## src/include/gks_pkg.sv

```systemverilog
// Package for the pin block with keypad scanner: register map, field positions,
// reset values, event encodings and the carrier structs shared by the design.
// Assumes one system clock; the register port is a plain address/strobe port.
package gks_pkg;

   // Register byte offsets.
   localparam logic [7:0] GKS_OFF_CTRL = 8'h00;
   localparam logic [7:0] GKS_OFF_DIR = 8'h04;
   localparam logic [7:0] GKS_OFF_OUT = 8'h08;
   localparam logic [7:0] GKS_OFF_DRVEN = 8'h0C;
   localparam logic [7:0] GKS_OFF_FUNC = 8'h10;
   localparam logic [7:0] GKS_OFF_MASK = 8'h14;
   localparam logic [7:0] GKS_OFF_PINST = 8'h18;
   localparam logic [7:0] GKS_OFF_STRAP = 8'h1C;
   localparam logic [7:0] GKS_OFF_ROWSEL = 8'h20;
   localparam logic [7:0] GKS_OFF_COLSEL = 8'h24;
   localparam logic [7:0] GKS_OFF_PRESC = 8'h28;
   localparam logic [7:0] GKS_OFF_DEB = 8'h2C;
   localparam logic [7:0] GKS_OFF_RPT = 8'h30;
   localparam logic [7:0] GKS_OFF_HOLD = 8'h34;
   localparam logic [7:0] GKS_OFF_EVENT = 8'h38;
   localparam logic [7:0] GKS_OFF_QSTAT = 8'h3C;

   // Field positions.
   localparam int unsigned GKS_CTRL_KP_EN = 0;
   localparam int unsigned GKS_CTRL_SCAN_EN = 1;
   localparam int unsigned GKS_CTRL_APPLY = 2;
   localparam int unsigned GKS_FUNC_CS = 0;
   localparam int unsigned GKS_QSTAT_OVF = 8;
   localparam int unsigned GKS_CS_PIN = 9;
   localparam int unsigned GKS_STRAP_W = 3;

   // Reset values of the timing registers: the prescaler in clock cycles, the others in prescaled ticks.
   localparam logic [15:0] GKS_PRESC_RST = 16'h61A8;
   localparam logic [15:0] GKS_DEB_RST = 16'h0014;
   localparam logic [15:0] GKS_RPT_RST = 16'h00C8;
   localparam logic [15:0] GKS_HOLD_RST = 16'h03E8;

   // Event types; type zero marks an empty queue read.
   localparam logic [3:0] GKS_EV_NONE = 4'h0;
   localparam logic [3:0] GKS_EV_PIN = 4'h1;
   localparam logic [3:0] GKS_EV_PRESS = 4'h2;
   localparam logic [3:0] GKS_EV_RELEASE = 4'h3;
   localparam logic [3:0] GKS_EV_HOLD = 4'h4;
   localparam logic [3:0] GKS_EV_REPEAT = 4'h5;

   // One queue entry.
   typedef struct packed {
      logic [15:0] ts;
      logic [3:0] etype;
      logic [3:0] row;
      logic [3:0] col;
      logic [2:0] rsvd;
      logic level;
   } gks_evt_s;

   // One register port request.
   typedef struct packed {
      logic [7:0] addr;
      logic [31:0] wdata;
      logic we;
      logic re;
   } gks_req_s;

   typedef enum logic [1:0] {K_IDLE, K_BOUNCE, K_DOWN, K_UP} gks_key_e;

endpackage

```

## src/gks_scanner.sv

```systemverilog
// Pin block with matrix keypad scanner and host event queue.
// Assumes pins synchronous to clk_i, a master that never waits, and prescale of two or more while scanning.
//
// The implementer's own choices: the register addresses and the address-and-strobe port.
`timescale 1ns/1ps

module gks_scanner
   import gks_pkg::*;
#(
   parameter int unsigned NPIN = 14,
   parameter int unsigned DEPTH = 8,
   parameter int unsigned AW = 3
) (
   // Clock, reset and enable.
   input wire logic clk_i,
   input wire logic rst_i,
   input wire logic ce_i,
   // Register port.
   input wire gks_req_s bus_i,
   output logic [31:0] rdata_o,
   // Pins.
   input wire logic [NPIN-1:0] pin_i,
   output logic [NPIN-1:0] pin_o,
   output logic [NPIN-1:0] pin_oe_n_o,
   output logic [NPIN-1:0] pd_en_o,
   // Serial chip select source and event line.
   input wire logic spi_cs_i,
   output logic event_o
);

   typedef struct packed {
      logic [NPIN-1:0] pin_st, dir_stg, en_stg, dir, en, out, mask, rowsel, colsel, oe_n, pd, drv, pend;
      logic func_stg, func, kp_en, scan_en, applied, strap_done, ovf, held;
      logic [GKS_STRAP_W-1:0] strap;
      logic [15:0] presc, deb, rpt, hold, pcnt, ts, kt, rt;
      logic [3:0] row;
      logic [1:0] acc_n;
      logic [7:0] acc_code, code;
      gks_key_e ks;
      logic [DEPTH-1:0][31:0] mem;
      logic [AW-1:0] wp, rp;
      logic [AW:0] cnt;
      logic [31:0] rdata;
      logic irq;
   } gks_state_s;

   gks_state_s q, d;
   logic tick, fend, push_kp, push, pop, rd_ev;
   logic [3:0] kp_type;
   logic [1:0] nacc;
   logic [7:0] ncode;
   logic [NPIN-1:0] chg, cols, clr;
   gks_evt_s ev;
   logic [31:0] head;

   // Saturating count of set bits, stopping at two.
   function automatic logic [1:0] ones2(input logic [NPIN-1:0] v);
      logic [1:0] n;
      n = 2'h0;
      for (int i = 0; i < NPIN; i++) begin
         if (v[i] && n != 2'h2) begin
            n = n + 2'h1;
         end
      end
      return n;
   endfunction

   // Index of the lowest set bit.
   function automatic logic [3:0] low_idx(input logic [NPIN-1:0] v);
      logic [3:0] r;
      r = 4'h0;
      for (int i = NPIN - 1; i >= 0; i--) begin
         if (v[i]) begin
            r = 4'(i);
         end
      end
      return r;
   endfunction

   assign head = q.mem[q.rp];
   assign rd_ev = bus_i.re && bus_i.addr == GKS_OFF_EVENT;

   // Next-state logic for the whole block.
   always_comb begin
      d = q;
      tick = 1'b0;
      fend = 1'b0;
      push_kp = 1'b0;
      push = 1'b0;
      pop = 1'b0;
      kp_type = GKS_EV_NONE;
      ev = '0;
      clr = '0;
      nacc = q.acc_n;
      ncode = q.acc_code;
      cols = pin_i & q.colsel & q.oe_n & {NPIN{q.scan_en}};

      // Straps are caught on the first enabled edge after reset, pins still inputs.
      if (!q.strap_done) begin
         d.strap = pin_i[GKS_STRAP_W-1:0];
         d.strap_done = 1'b1;
      end

      // Input pins are sampled; driven pins show their driven level.
      d.pin_st = (pin_i & q.oe_n) | (q.drv & ~q.oe_n);
      chg = (pin_i ^ q.pin_st) & q.oe_n & q.mask & ~(q.rowsel | q.colsel);

      // Prescaler and timestamp.
      if (q.pcnt >= q.presc) begin
         d.pcnt = 16'h0000;
         tick = 1'b1;
      end else begin
         d.pcnt = q.pcnt + 16'h0001;
      end
      if (tick) begin
         d.ts = q.ts + 16'h0001;
         d.kt = (q.kt == 16'hFFFF) ? q.kt : q.kt + 16'h0001;
         d.rt = (q.rt == 16'hFFFF) ? q.rt : q.rt + 16'h0001;
      end

      // Row walk: each tick judges the row driven during it, then moves on.
      if (tick && q.scan_en) begin
         if (q.rowsel[q.row] && q.dir[q.row]) begin
            if (cols != '0) begin
               ncode = {q.row, low_idx(cols)};
            end
            nacc = (ones2(cols) == 2'h2 || q.acc_n + ones2(cols) >= 2'h2) ? 2'h2 : q.acc_n + ones2(cols);
         end
         if (q.row == 4'(NPIN - 1)) begin
            d.row = 4'h0;
            fend = 1'b1;
         end else begin
            d.row = q.row + 4'h1;
         end
         d.acc_n = fend ? 2'h0 : nacc;
         d.acc_code = fend ? 8'h00 : ncode;
      end

      // Key state machine, judged once per full frame.
      if (fend) begin
         unique case (q.ks)
            K_IDLE: begin
               if (nacc == 2'h1) begin
                  d.code = ncode;
                  d.kt = 16'h0000;
                  d.ks = K_BOUNCE;
               end
            end
            K_BOUNCE: begin
               if (nacc == 2'h1 && ncode == q.code) begin
                  if (q.kt >= q.deb) begin
                     push_kp = 1'b1;
                     kp_type = GKS_EV_PRESS;
                     d.ks = K_DOWN;
                     d.kt = 16'h0000;
                     d.held = 1'b0;
                  end
               end else begin
                  d.ks = K_IDLE;
               end
            end
            K_DOWN: begin
               if (nacc == 2'h1 && ncode == q.code) begin
                  if (!q.held && q.kt >= q.hold) begin
                     push_kp = 1'b1;
                     kp_type = GKS_EV_HOLD;
                     d.held = 1'b1;
                     d.rt = 16'h0000;
                  end else if (q.held && q.rt >= q.rpt) begin
                     push_kp = 1'b1;
                     kp_type = GKS_EV_REPEAT;
                     d.rt = 16'h0000;
                  end
               end else begin
                  d.ks = K_UP;
                  d.kt = 16'h0000;
               end
            end
            K_UP: begin
               if (nacc == 2'h0) begin
                  if (q.kt >= q.deb) begin
                     push_kp = 1'b1;
                     kp_type = GKS_EV_RELEASE;
                     d.ks = K_IDLE;
                  end
               end else if (nacc == 2'h1 && ncode == q.code) begin
                  d.ks = K_DOWN;
               end else begin
                  d.kt = 16'h0000;
               end
            end
         endcase
      end

      // Queue read: the head word is returned and removed.
      d.rdata = 32'h0000_0000;
      if (rd_ev && q.cnt != '0) begin
         d.rdata = head;
         d.rp = q.rp + AW'(1);
         pop = 1'b1;
      end

      // Queue write: keypad event first, else the lowest pending pin.
      ev.ts = q.ts;
      if (push_kp && q.kp_en) begin
         ev.etype = kp_type;
         ev.row = q.code[7:4];
         ev.col = q.code[3:0];
         ev.level = kp_type != GKS_EV_RELEASE;
         if (q.cnt == (AW+1)'(DEPTH)) begin
            d.ovf = 1'b1;
         end else begin
            push = 1'b1;
         end
      end else if (q.pend != '0 && q.cnt != (AW+1)'(DEPTH)) begin
         ev.etype = GKS_EV_PIN;
         ev.row = low_idx(q.pend);
         ev.level = q.pin_st[low_idx(q.pend)];
         clr[low_idx(q.pend)] = 1'b1;
         push = 1'b1;
      end
      if (push) begin
         d.mem[q.wp] = ev;
         d.wp = q.wp + AW'(1);
      end
      d.cnt = q.cnt + (AW+1)'(push) - (AW+1)'(pop);
      d.pend = (q.pend & ~clr) | chg;
      d.irq = d.cnt != '0;

      // Register writes.
      if (bus_i.we) begin
         unique case (bus_i.addr)
            GKS_OFF_CTRL: begin
               d.kp_en = bus_i.wdata[GKS_CTRL_KP_EN];
               d.scan_en = bus_i.wdata[GKS_CTRL_SCAN_EN];
               if (bus_i.wdata[GKS_CTRL_APPLY]) begin
                  d.dir = q.dir_stg;
                  d.en = q.en_stg;
                  d.func = q.func_stg;
                  d.applied = 1'b1;
               end
            end
            GKS_OFF_DIR: d.dir_stg = bus_i.wdata[NPIN-1:0];
            GKS_OFF_OUT: d.out = bus_i.wdata[NPIN-1:0];
            GKS_OFF_DRVEN: d.en_stg = bus_i.wdata[NPIN-1:0];
            GKS_OFF_FUNC: d.func_stg = bus_i.wdata[GKS_FUNC_CS];
            GKS_OFF_MASK: d.mask = bus_i.wdata[NPIN-1:0];
            GKS_OFF_ROWSEL: d.rowsel = bus_i.wdata[NPIN-1:0];
            GKS_OFF_COLSEL: d.colsel = bus_i.wdata[NPIN-1:0];
            GKS_OFF_PRESC: d.presc = bus_i.wdata[15:0];
            GKS_OFF_DEB: d.deb = bus_i.wdata[15:0];
            GKS_OFF_RPT: d.rpt = bus_i.wdata[15:0];
            GKS_OFF_HOLD: d.hold = bus_i.wdata[15:0];
            GKS_OFF_QSTAT: d.ovf = push_kp && q.kp_en && q.cnt == (AW+1)'(DEPTH); // Set wins over the clear.
            default: begin
            end
         endcase
      end

      // Register reads other than the queue.
      if (bus_i.re) begin
         unique case (bus_i.addr)
            GKS_OFF_CTRL: d.rdata = {29'h0, q.applied, q.scan_en, q.kp_en};
            GKS_OFF_DIR: d.rdata = 32'(q.dir_stg);
            GKS_OFF_OUT: d.rdata = 32'(q.out);
            GKS_OFF_DRVEN: d.rdata = 32'(q.en_stg);
            GKS_OFF_FUNC: d.rdata = 32'(q.func_stg);
            GKS_OFF_MASK: d.rdata = 32'(q.mask);
            GKS_OFF_PINST: d.rdata = 32'(q.pin_st);
            GKS_OFF_STRAP: d.rdata = 32'(q.strap);
            GKS_OFF_ROWSEL: d.rdata = 32'(q.rowsel);
            GKS_OFF_COLSEL: d.rdata = 32'(q.colsel);
            GKS_OFF_PRESC: d.rdata = 32'(q.presc);
            GKS_OFF_DEB: d.rdata = 32'(q.deb);
            GKS_OFF_RPT: d.rdata = 32'(q.rpt);
            GKS_OFF_HOLD: d.rdata = 32'(q.hold);
            GKS_OFF_EVENT: d.rdata = d.rdata;
            GKS_OFF_QSTAT: d.rdata = 32'({q.ovf, 8'(q.cnt)});
            default: d.rdata = 32'h0000_0000;
         endcase
      end

      // Pin drivers: chip select, then scanned rows, then enabled outputs.
      for (int p = 0; p < NPIN; p++) begin
         if (q.func && p == GKS_CS_PIN) begin
            d.drv[p] = spi_cs_i;
            d.oe_n[p] = 1'b0;
         end else if (q.scan_en && q.rowsel[p] && q.dir[p]) begin
            d.drv[p] = d.row == 4'(p);
            d.oe_n[p] = 1'b0;
         end else if (q.dir[p] && q.en[p]) begin
            d.drv[p] = q.out[p];
            d.oe_n[p] = 1'b0;
         end else begin
            d.drv[p] = 1'b0;
            d.oe_n[p] = 1'b1;
         end
      end
      d.pd = d.oe_n;
   end

   // State register; reset leaves every pin an input with its pull-down on.
   always_ff @(posedge clk_i or posedge rst_i) begin
      if (rst_i) begin
         q <= '0;
         q.oe_n <= '1;
         q.pd <= '1;
         q.presc <= GKS_PRESC_RST;
         q.deb <= GKS_DEB_RST;
         q.rpt <= GKS_RPT_RST;
         q.hold <= GKS_HOLD_RST;
      end else if (ce_i) begin
         q <= d;
      end
   end

   assign rdata_o = q.rdata;
   assign pin_o = q.drv;
   assign pin_oe_n_o = q.oe_n;
   assign pd_en_o = q.pd;
   assign event_o = q.irq;
endmodule // gks_scanner

```

## config.mk

```make
export PLATFORM = sky130hd
export DESIGN_NAME = gks_scanner
export DESIGN_NICKNAME = d
export VERILOG_FILES = /design/src/include/gks_pkg.sv /design/src/gks_scanner.sv
export SDC_FILE = /design/constraint.sdc
export NUM_CORES = 2
export LEC_CHECK = 0
export BUFFER_PORTS_ARGS = -buffer_cell sky130_fd_sc_hd__buf_2
export CORE_MARGIN = 4
export CORE_UTILIZATION = 50
export DETAILED_ROUTE_END_ITERATION = 10
export GPL_ROUTABILITY_DRIVEN = 0
export GPL_TIMING_DRIVEN = 0
export HOLD_SLACK_MARGIN = 0.02
export PLACE_DENSITY_LB_ADDON = 0.15
export SYNTH_ARGS = -nofsm -noshare
export SYNTH_HDL_FRONTEND = slang
export SYNTH_SLANG_ARGS = --single-unit
```

## constraint.sdc

```tcl
create_clock -name clk_i -period 65 [get_ports clk_i]
set_input_delay 13 -clock clk_i [delete_from_list [all_inputs] [get_ports clk_i]]
set_output_delay 13 -clock clk_i [all_outputs]
set_load 0.01 [all_outputs]
```

* After elaboration in Yosys (flattened, before gate mapping)
Cells that the tools add are included.
Operators by class: $lt $le $gt $ge 11, mux-type cells 220, reduce and logical (&&, ||, !) cells 99, bitwise logic cells 17, equality and inequality tests 62, $add $sub $neg 23
Operators with widths (count):
- 32-bit case mux with 16 select lines | 1
- 256-bit bitwise mux | 1
- 16-bit two-way mux | 12
- 32-bit two-way mux | 6
- 4-bit two-way mux | 35
- 14-bit bitwise AND | 9
- 2-bit two-way mux | 56
- 32-bit binary-select mux with 3-bit select | 1
- 32-bit demux with 3-bit select | 1
- 1-bit two-way mux | 88
- 1-bit logical AND | 67
- 16-bit by 1-bit adder with 16-bit output, second input constant | 4
- 8-bit by 6-bit equality test with 1-bit output, second input constant | 8
- 16-bit greater-or-equal comparator | 4
- 16-bit case mux with 4 select lines | 1
- 14-bit two-way mux | 3
- 14-bit NOT | 3
- 14-bit bitwise OR | 3
- 8-bit two-way mux | 5
- 2-bit inequality test, second input constant | 19
- 3-bit AND reduction | 12
- 16-bit equality test, second input constant | 2
- 4-bit equality test, second input constant | 8
- 8-bit by 5-bit equality test with 1-bit output, second input constant | 4
- other kinds (43) | 79
Word-level totals: logic and storage cells 479, register bits after elaboration 630, output and inout bits 75

* Depth between registers and ports, before layout
word-level depth 93, depth in mapped cells 43

* Worst setup path before layout
Ideal clock, no wire load.
path type input to register, start point input port pin_i[1], end point register q, in the netlist event_o, data arrival time 19.758 ns, stages on the path 38, setup time 0.125 ns, path buffers 6, required time 64.875 ns, slack 45.117 ns, cells stage by stage nand4_1 -> ha_1 -> clkbuf_1 -> nor2_1 -> o21ai_1 -> a21oi_1 -> o21bai_2 -> a211o_2 -> a2111oi_1 -> nor4b_2 -> and2_1 -> buf_6 -> nand3b_4 -> and2_1 -> ha_1 -> nor2_1 -> xnor2_1 -> ha_1 -> [2 not listed] -> nor2_1 -> o31a_1 -> o211a_1 -> a2111oi_2 -> o2111a_1 -> buf_6 -> buf_8 -> buf_8 -> buf_4 -> o21ai_0 -> ha_1 -> inv_1 -> ha_1 -> inv_1 -> fa_1 -> xnor2_1 -> nor4_1 -> nor2_1
Between the ends: cells in the longest elaborated chain, start to end 83, elaborated cells on any way between the ends 106
RTL lines:
- start, declared | line gks_scanner.sv:22 | input wire logic [NPIN-1:0] pin_i,
- 14-bit bitwise AND * (3 in series) | line gks_scanner.sv:96 | cols = pin_i & q.colsel & q.oe_n & {NPIN{q.scan_en}};
- parallel branches: the longest is 73 deep, another holds 2-bit by 1-bit adder with 2-bit output
- 1-bit case mux with 3 select lines * | line gks_scanner.sv:141 | unique case (q.ks)
- 1-bit two-way mux * | line gks_scanner.sv:140 | if (fend) begin
- 1-bit logical AND * | line gks_scanner.sv:205 | if (push_kp && q.kp_en) begin
- 1-bit two-way mux * | line gks_scanner.sv:205
- 4-bit by 1-bit adder with 4-bit output * | line gks_scanner.sv:226 | d.cnt = q.cnt + (AW+1)'(push) - (AW+1)'(pop);
- 4-bit by 1-bit subtractor with 4-bit output * | line gks_scanner.sv:226
- 4-bit nonzero test * | line gks_scanner.sv:228 | d.irq = d.cnt != '0;
- end, declared | line gks_scanner.sv:47 | gks_state_s q, d;
Every way passes the cells marked *. The select of a mux whose other input is x is not followed. A chain may end at the register's enable or synchronous reset.

* Worst setup path in the final report
Ends and elaborated chain as after synthesis.

==> flow_metrics.env <==
export IMPL_dpl_hpwl_um=75300
export IMPL_final_nets=3112
export IMPL_ys_async_sr_fraction_pct=100
export IMPL_seqPwrFrac_pct=39.7
export IMPL_synthToLayoutAreaGrowth_pct=13.1
export IMPL_drt_pre_antenna_iters=6
export IMPL_synth_edff_count=0
export IMPL_cts_resized=0
export IMPL_tritoncts="built"
export IMPL_synth_top_cell_area_share_pct=44.6
export IMPL_post_route_period_util_pct=32.5
export IMPL_hp_start="q[457]"
export IMPL_crit_arrival_ns=21.62
export IMPL_ys_types=97
export IMPL_viasPerCell=6.17
export IMPL_reg2reg_setup_slack_ns=54.86
export IMPL_grt_pass1_vias=24100
export IMPL_cts_sinks=598
export IMPL_hp_class="reg2reg"
export IMPL_die_width_um=260
export IMPL_cp_top_family="compound AO/OA/AOI/OAI gates"
export IMPL_p_per_area_mw_per_mm2=32.0
export IMPL_dieArea_mm2=0.0677
export IMPL_drtIter0Drc=2431
export IMPL_crit_type="in2reg"
export IMPL_finalSetupViolCount=0
export IMPL_grt_pass1_wl_um=151000
export IMPL_hold_ws_ns=0.474
export IMPL_worst_ir_drop_vdd_v=0.0000245
export IMPL_num_rows=92
export IMPL_worst_path_max_delay_cell="o41ai_4"
export IMPL_grt_usage_pct=29.6
export IMPL_numPortBuffers=107
export IMPL_layout_setup_ws_ns=43.88
export IMPL_grt_overflow=0
export IMPL_die_height_um=260
export IMPL_rr_startpoint="q[458]"
export IMPL_ant_nets=0
export IMPL_combPwrFrac_pct=24.8
export IMPL_wirelength_um=101000
export IMPL_ys_warn_count=0
export IMPL_core_area_mm2=0.0631
export IMPL_crit_start="pin_i[1]"
export IMPL_synthFlopType="dfrtp_1"
export IMPL_p_switching_uw=372
export IMPL_dp_slack_ns=43.45
export IMPL_drt_wirelength_per_cell_um=26.0
export IMPL_syn_area_per_cell_um2=11.4
export IMPL_syn_nets=2927
export IMPL_critPathMaxFanout=10
export IMPL_fmax_mhz=47.4
export IMPL_syn_area_mm2=0.0318
export IMPL_rsz0062_at_grt="no"
export IMPL_fin_skew_ns=0.0328
export IMPL_p_int_uw=779
export IMPL_cts_buffers=69
export IMPL_endpoint_kind="flip-flop"
export IMPL_htree_levels=3
export IMPL_switching_share_pct=32.3
export IMPL_hold_viol_final=0
export IMPL_synth_area_leaders="dfrtp_1, mux2_2, mux4_2"
export IMPL_p_total_uw=1150
export IMPL_drv_slew=0
export IMPL_yosysTopAreaCell="dfrtp_1"
export IMPL_status="finished clean"
export IMPL_ys_seq_area_share_pct=47.1
export IMPL_worst_slew_pin_slew_ns=1.32
export IMPL_grt_max_degree=132
export IMPL_cpPeakStageDelay_ns=0.63
export IMPL_fillers=5399
export IMPL_path_common_cell="ha_1"
export IMPL_num_io_pins=135
export IMPL_synth_cells=2785
export IMPL_drv_cap=0
export IMPL_worst_ep_required_time_ns=65.50
export IMPL_antenna_found_initial=5
export IMPL_vias=23900
export IMPL_synth_seq_cells=598
export IMPL_total_leakage_power_uw=0.0165
export IMPL_slew_limit_headroom_pct=12.1
export IMPL_drive_gt1_share_pct=25.5
export IMPL_drc_errors=0
export IMPL_postCtsSetupRepairBufs=0
export IMPL_cts_root_buf="clkbuf_16"
export IMPL_critical_path_buf_inv_count=10
export IMPL_timing_setup_tns_ns=0
export IMPL_finalCriticalPeriod_ns=21.12
export IMPL_ctsHoldBuffers=0
export IMPL_clockPowerShare_pct=35.5
export IMPL_critPathLaunchType="input pin"
export IMPL_start_util_pct=50.4
export IMPL_clock_path_buffers=3
export IMPL_cts_clk_slew_worst_paths_ns=0.06
export IMPL_clk_latency_ns=0.63
==> registers in the layout, indices dropped and copies added, names as in the netlist <==
signal / cells
q: 521
pd_en_o: 14
event_o: 1
ev: 16
pin_o: 14
rdata_o: 32
==> cell families (layout without fill, tap and decap cells) <==
kind of cell               count (synthesis)  in the layout  synth area share (%)
adders and majority gates                 82             82                  3.25
muxes                                    537            537                  21.1
other                                      0              2                     0
and+or+nand+nor                          616            616                  9.74
DFF                                      598            598                  47.1
AOI/OAI and AO/OA                        477            477                  10.6
buffers and inverters                    400            641                  6.11
xor gates and xnor gates                  75             75                  2.06
==> power by group through the flow <==
stage               registers (µW)  clock network [µW]  logic, µW
detailed placement             462                   0        282
finish                         457                 408        285
CTS                            456                 413        283
global placement               459                   0        272
floorplan                      448                   0        200
global route                   462                 429        308
==> path summary, 6_finish.rpt <==
check,end,cells after the start
min in group asynchronous,rdata_o[20],2
max in group asynchronous,pd_en_o[11],4
min,q[457],1
max reg2reg,event_o,40
max,event_o,38
min reg2reg,q[457],1
==> metal layers <==
layer	up-vias	share of wire [%]	GRT usage (%)
met1	12100	39	37.6
li1	10400	-	-
met2	1060	47	47.9
met3	310	7.4	5.97
met5	-	0.023	0
met4	4	6.4	15.8
==> cell usage in the layout (no fill, tap or decap), types with 19 or more instances in the layout <==
| cell | netlist | final |
|---|---|---|
| nand2_1 | 135 | 135 |
| a21o_1 | 41 | 41 |
| mux2i_1 | 66 | 66 |
| nand2b_1 | 27 | 27 |
| mux2_2 | 295 | 295 |
| a21oi_1 | 63 | 63 |
| a22oi_1 | 47 | 47 |
| buf_2 | 10 | 118 |
| nand3_1 | 77 | 77 |
| nand4_1 | 43 | 43 |
| nor3_1 | 46 | 46 |
| xor2_1 | 24 | 24 |
| clkbuf_16 | 0 | 70 |
| inv_1 | 165 | 164 |
| a22o_1 | 20 | 20 |
| clkbuf_1 | 91 | 106 |
| a31oi_1 | 26 | 26 |
| mux4_2 | 59 | 59 |
| nor2_1 | 160 | 160 |
| dfstp_2 | 31 | 31 |
| buf_4 | 81 | 82 |
| o22ai_1 | 49 | 49 |
| xnor2_1 | 51 | 51 |
| nor3b_1 | 19 | 19 |
| mux2_4 | 19 | 19 |
| mux2_1 | 97 | 97 |
| o21ai_0 | 92 | 92 |
| dfrtp_1 | 567 | 567 |
| ha_1 | 81 | 81 |
| buf_1 | 36 | 36 |
==> area by class of cell <==
| class | count | area [µm²] | share of cell area, % |
|---|---|---|---|
| multi-input combinational | 1787 | 14900 | 41.3 |
| timing repair buffer | 114 | 686 | 1.91 |
| clock inverter | 27 | 385 | 1.07 |
| sequential | 598 | 15000 | 41.7 |
| clock buffer | 100 | 2010 | 5.60 |
| antenna | 2 | 5.00 | 0.0139 |
| buffer | 234 | 1320 | 3.68 |
| inverter | 166 | 631 | 1.75 |
| tap | 846 | 1060 | 2.94 |
==> cell usage after synthesis, types with 10 or more instances <==
| cell | count |
|---|---|
| dfstp_2 | 31 |
| a222oi_1 | 11 |
| ha_1 | 81 |
| o22ai_1 | 49 |
| nand3_1 | 77 |
| nor2_1 | 160 |
| clkbuf_1 | 91 |
| nor3_1 | 46 |
| a22oi_1 | 47 |
| dfrtp_1 | 567 |
| a221oi_1 | 18 |
| nor3b_1 | 19 |
| mux2i_1 | 66 |
| nand2b_1 | 27 |
| a21o_1 | 41 |
| nand4_1 | 43 |
| nand2_1 | 135 |
| and4_1 | 18 |
| mux2_1 | 97 |
| mux2_4 | 19 |
| mux4_2 | 59 |
| buf_4 | 81 |
| a21oi_1 | 63 |
| xor2_1 | 24 |
| mux2_2 | 295 |
| nor4_1 | 12 |
| a22o_1 | 20 |
| and3_1 | 17 |
| a31oi_1 | 26 |
| and2_1 | 14 |
| buf_6 | 14 |
| inv_1 | 165 |
| buf_1 | 36 |
| o21ai_0 | 92 |
| buf_2 | 10 |
| xnor2_1 | 51 |
==> per-stage QoR <==
step / std cells / instance area, µm² / util, %
floorplan: 2785 / 31800 / -
global placement: 3738 / 33400 / 53.0
detailed placement: 3745 / 33600 / 53.2
CTS: 3872 / 36000 / 57.0
global route: 3873 / 36000 / 57.0
finish: 3874 / 36000 / 57.0
Note: power is estimated with default switching activity, not from simulation.
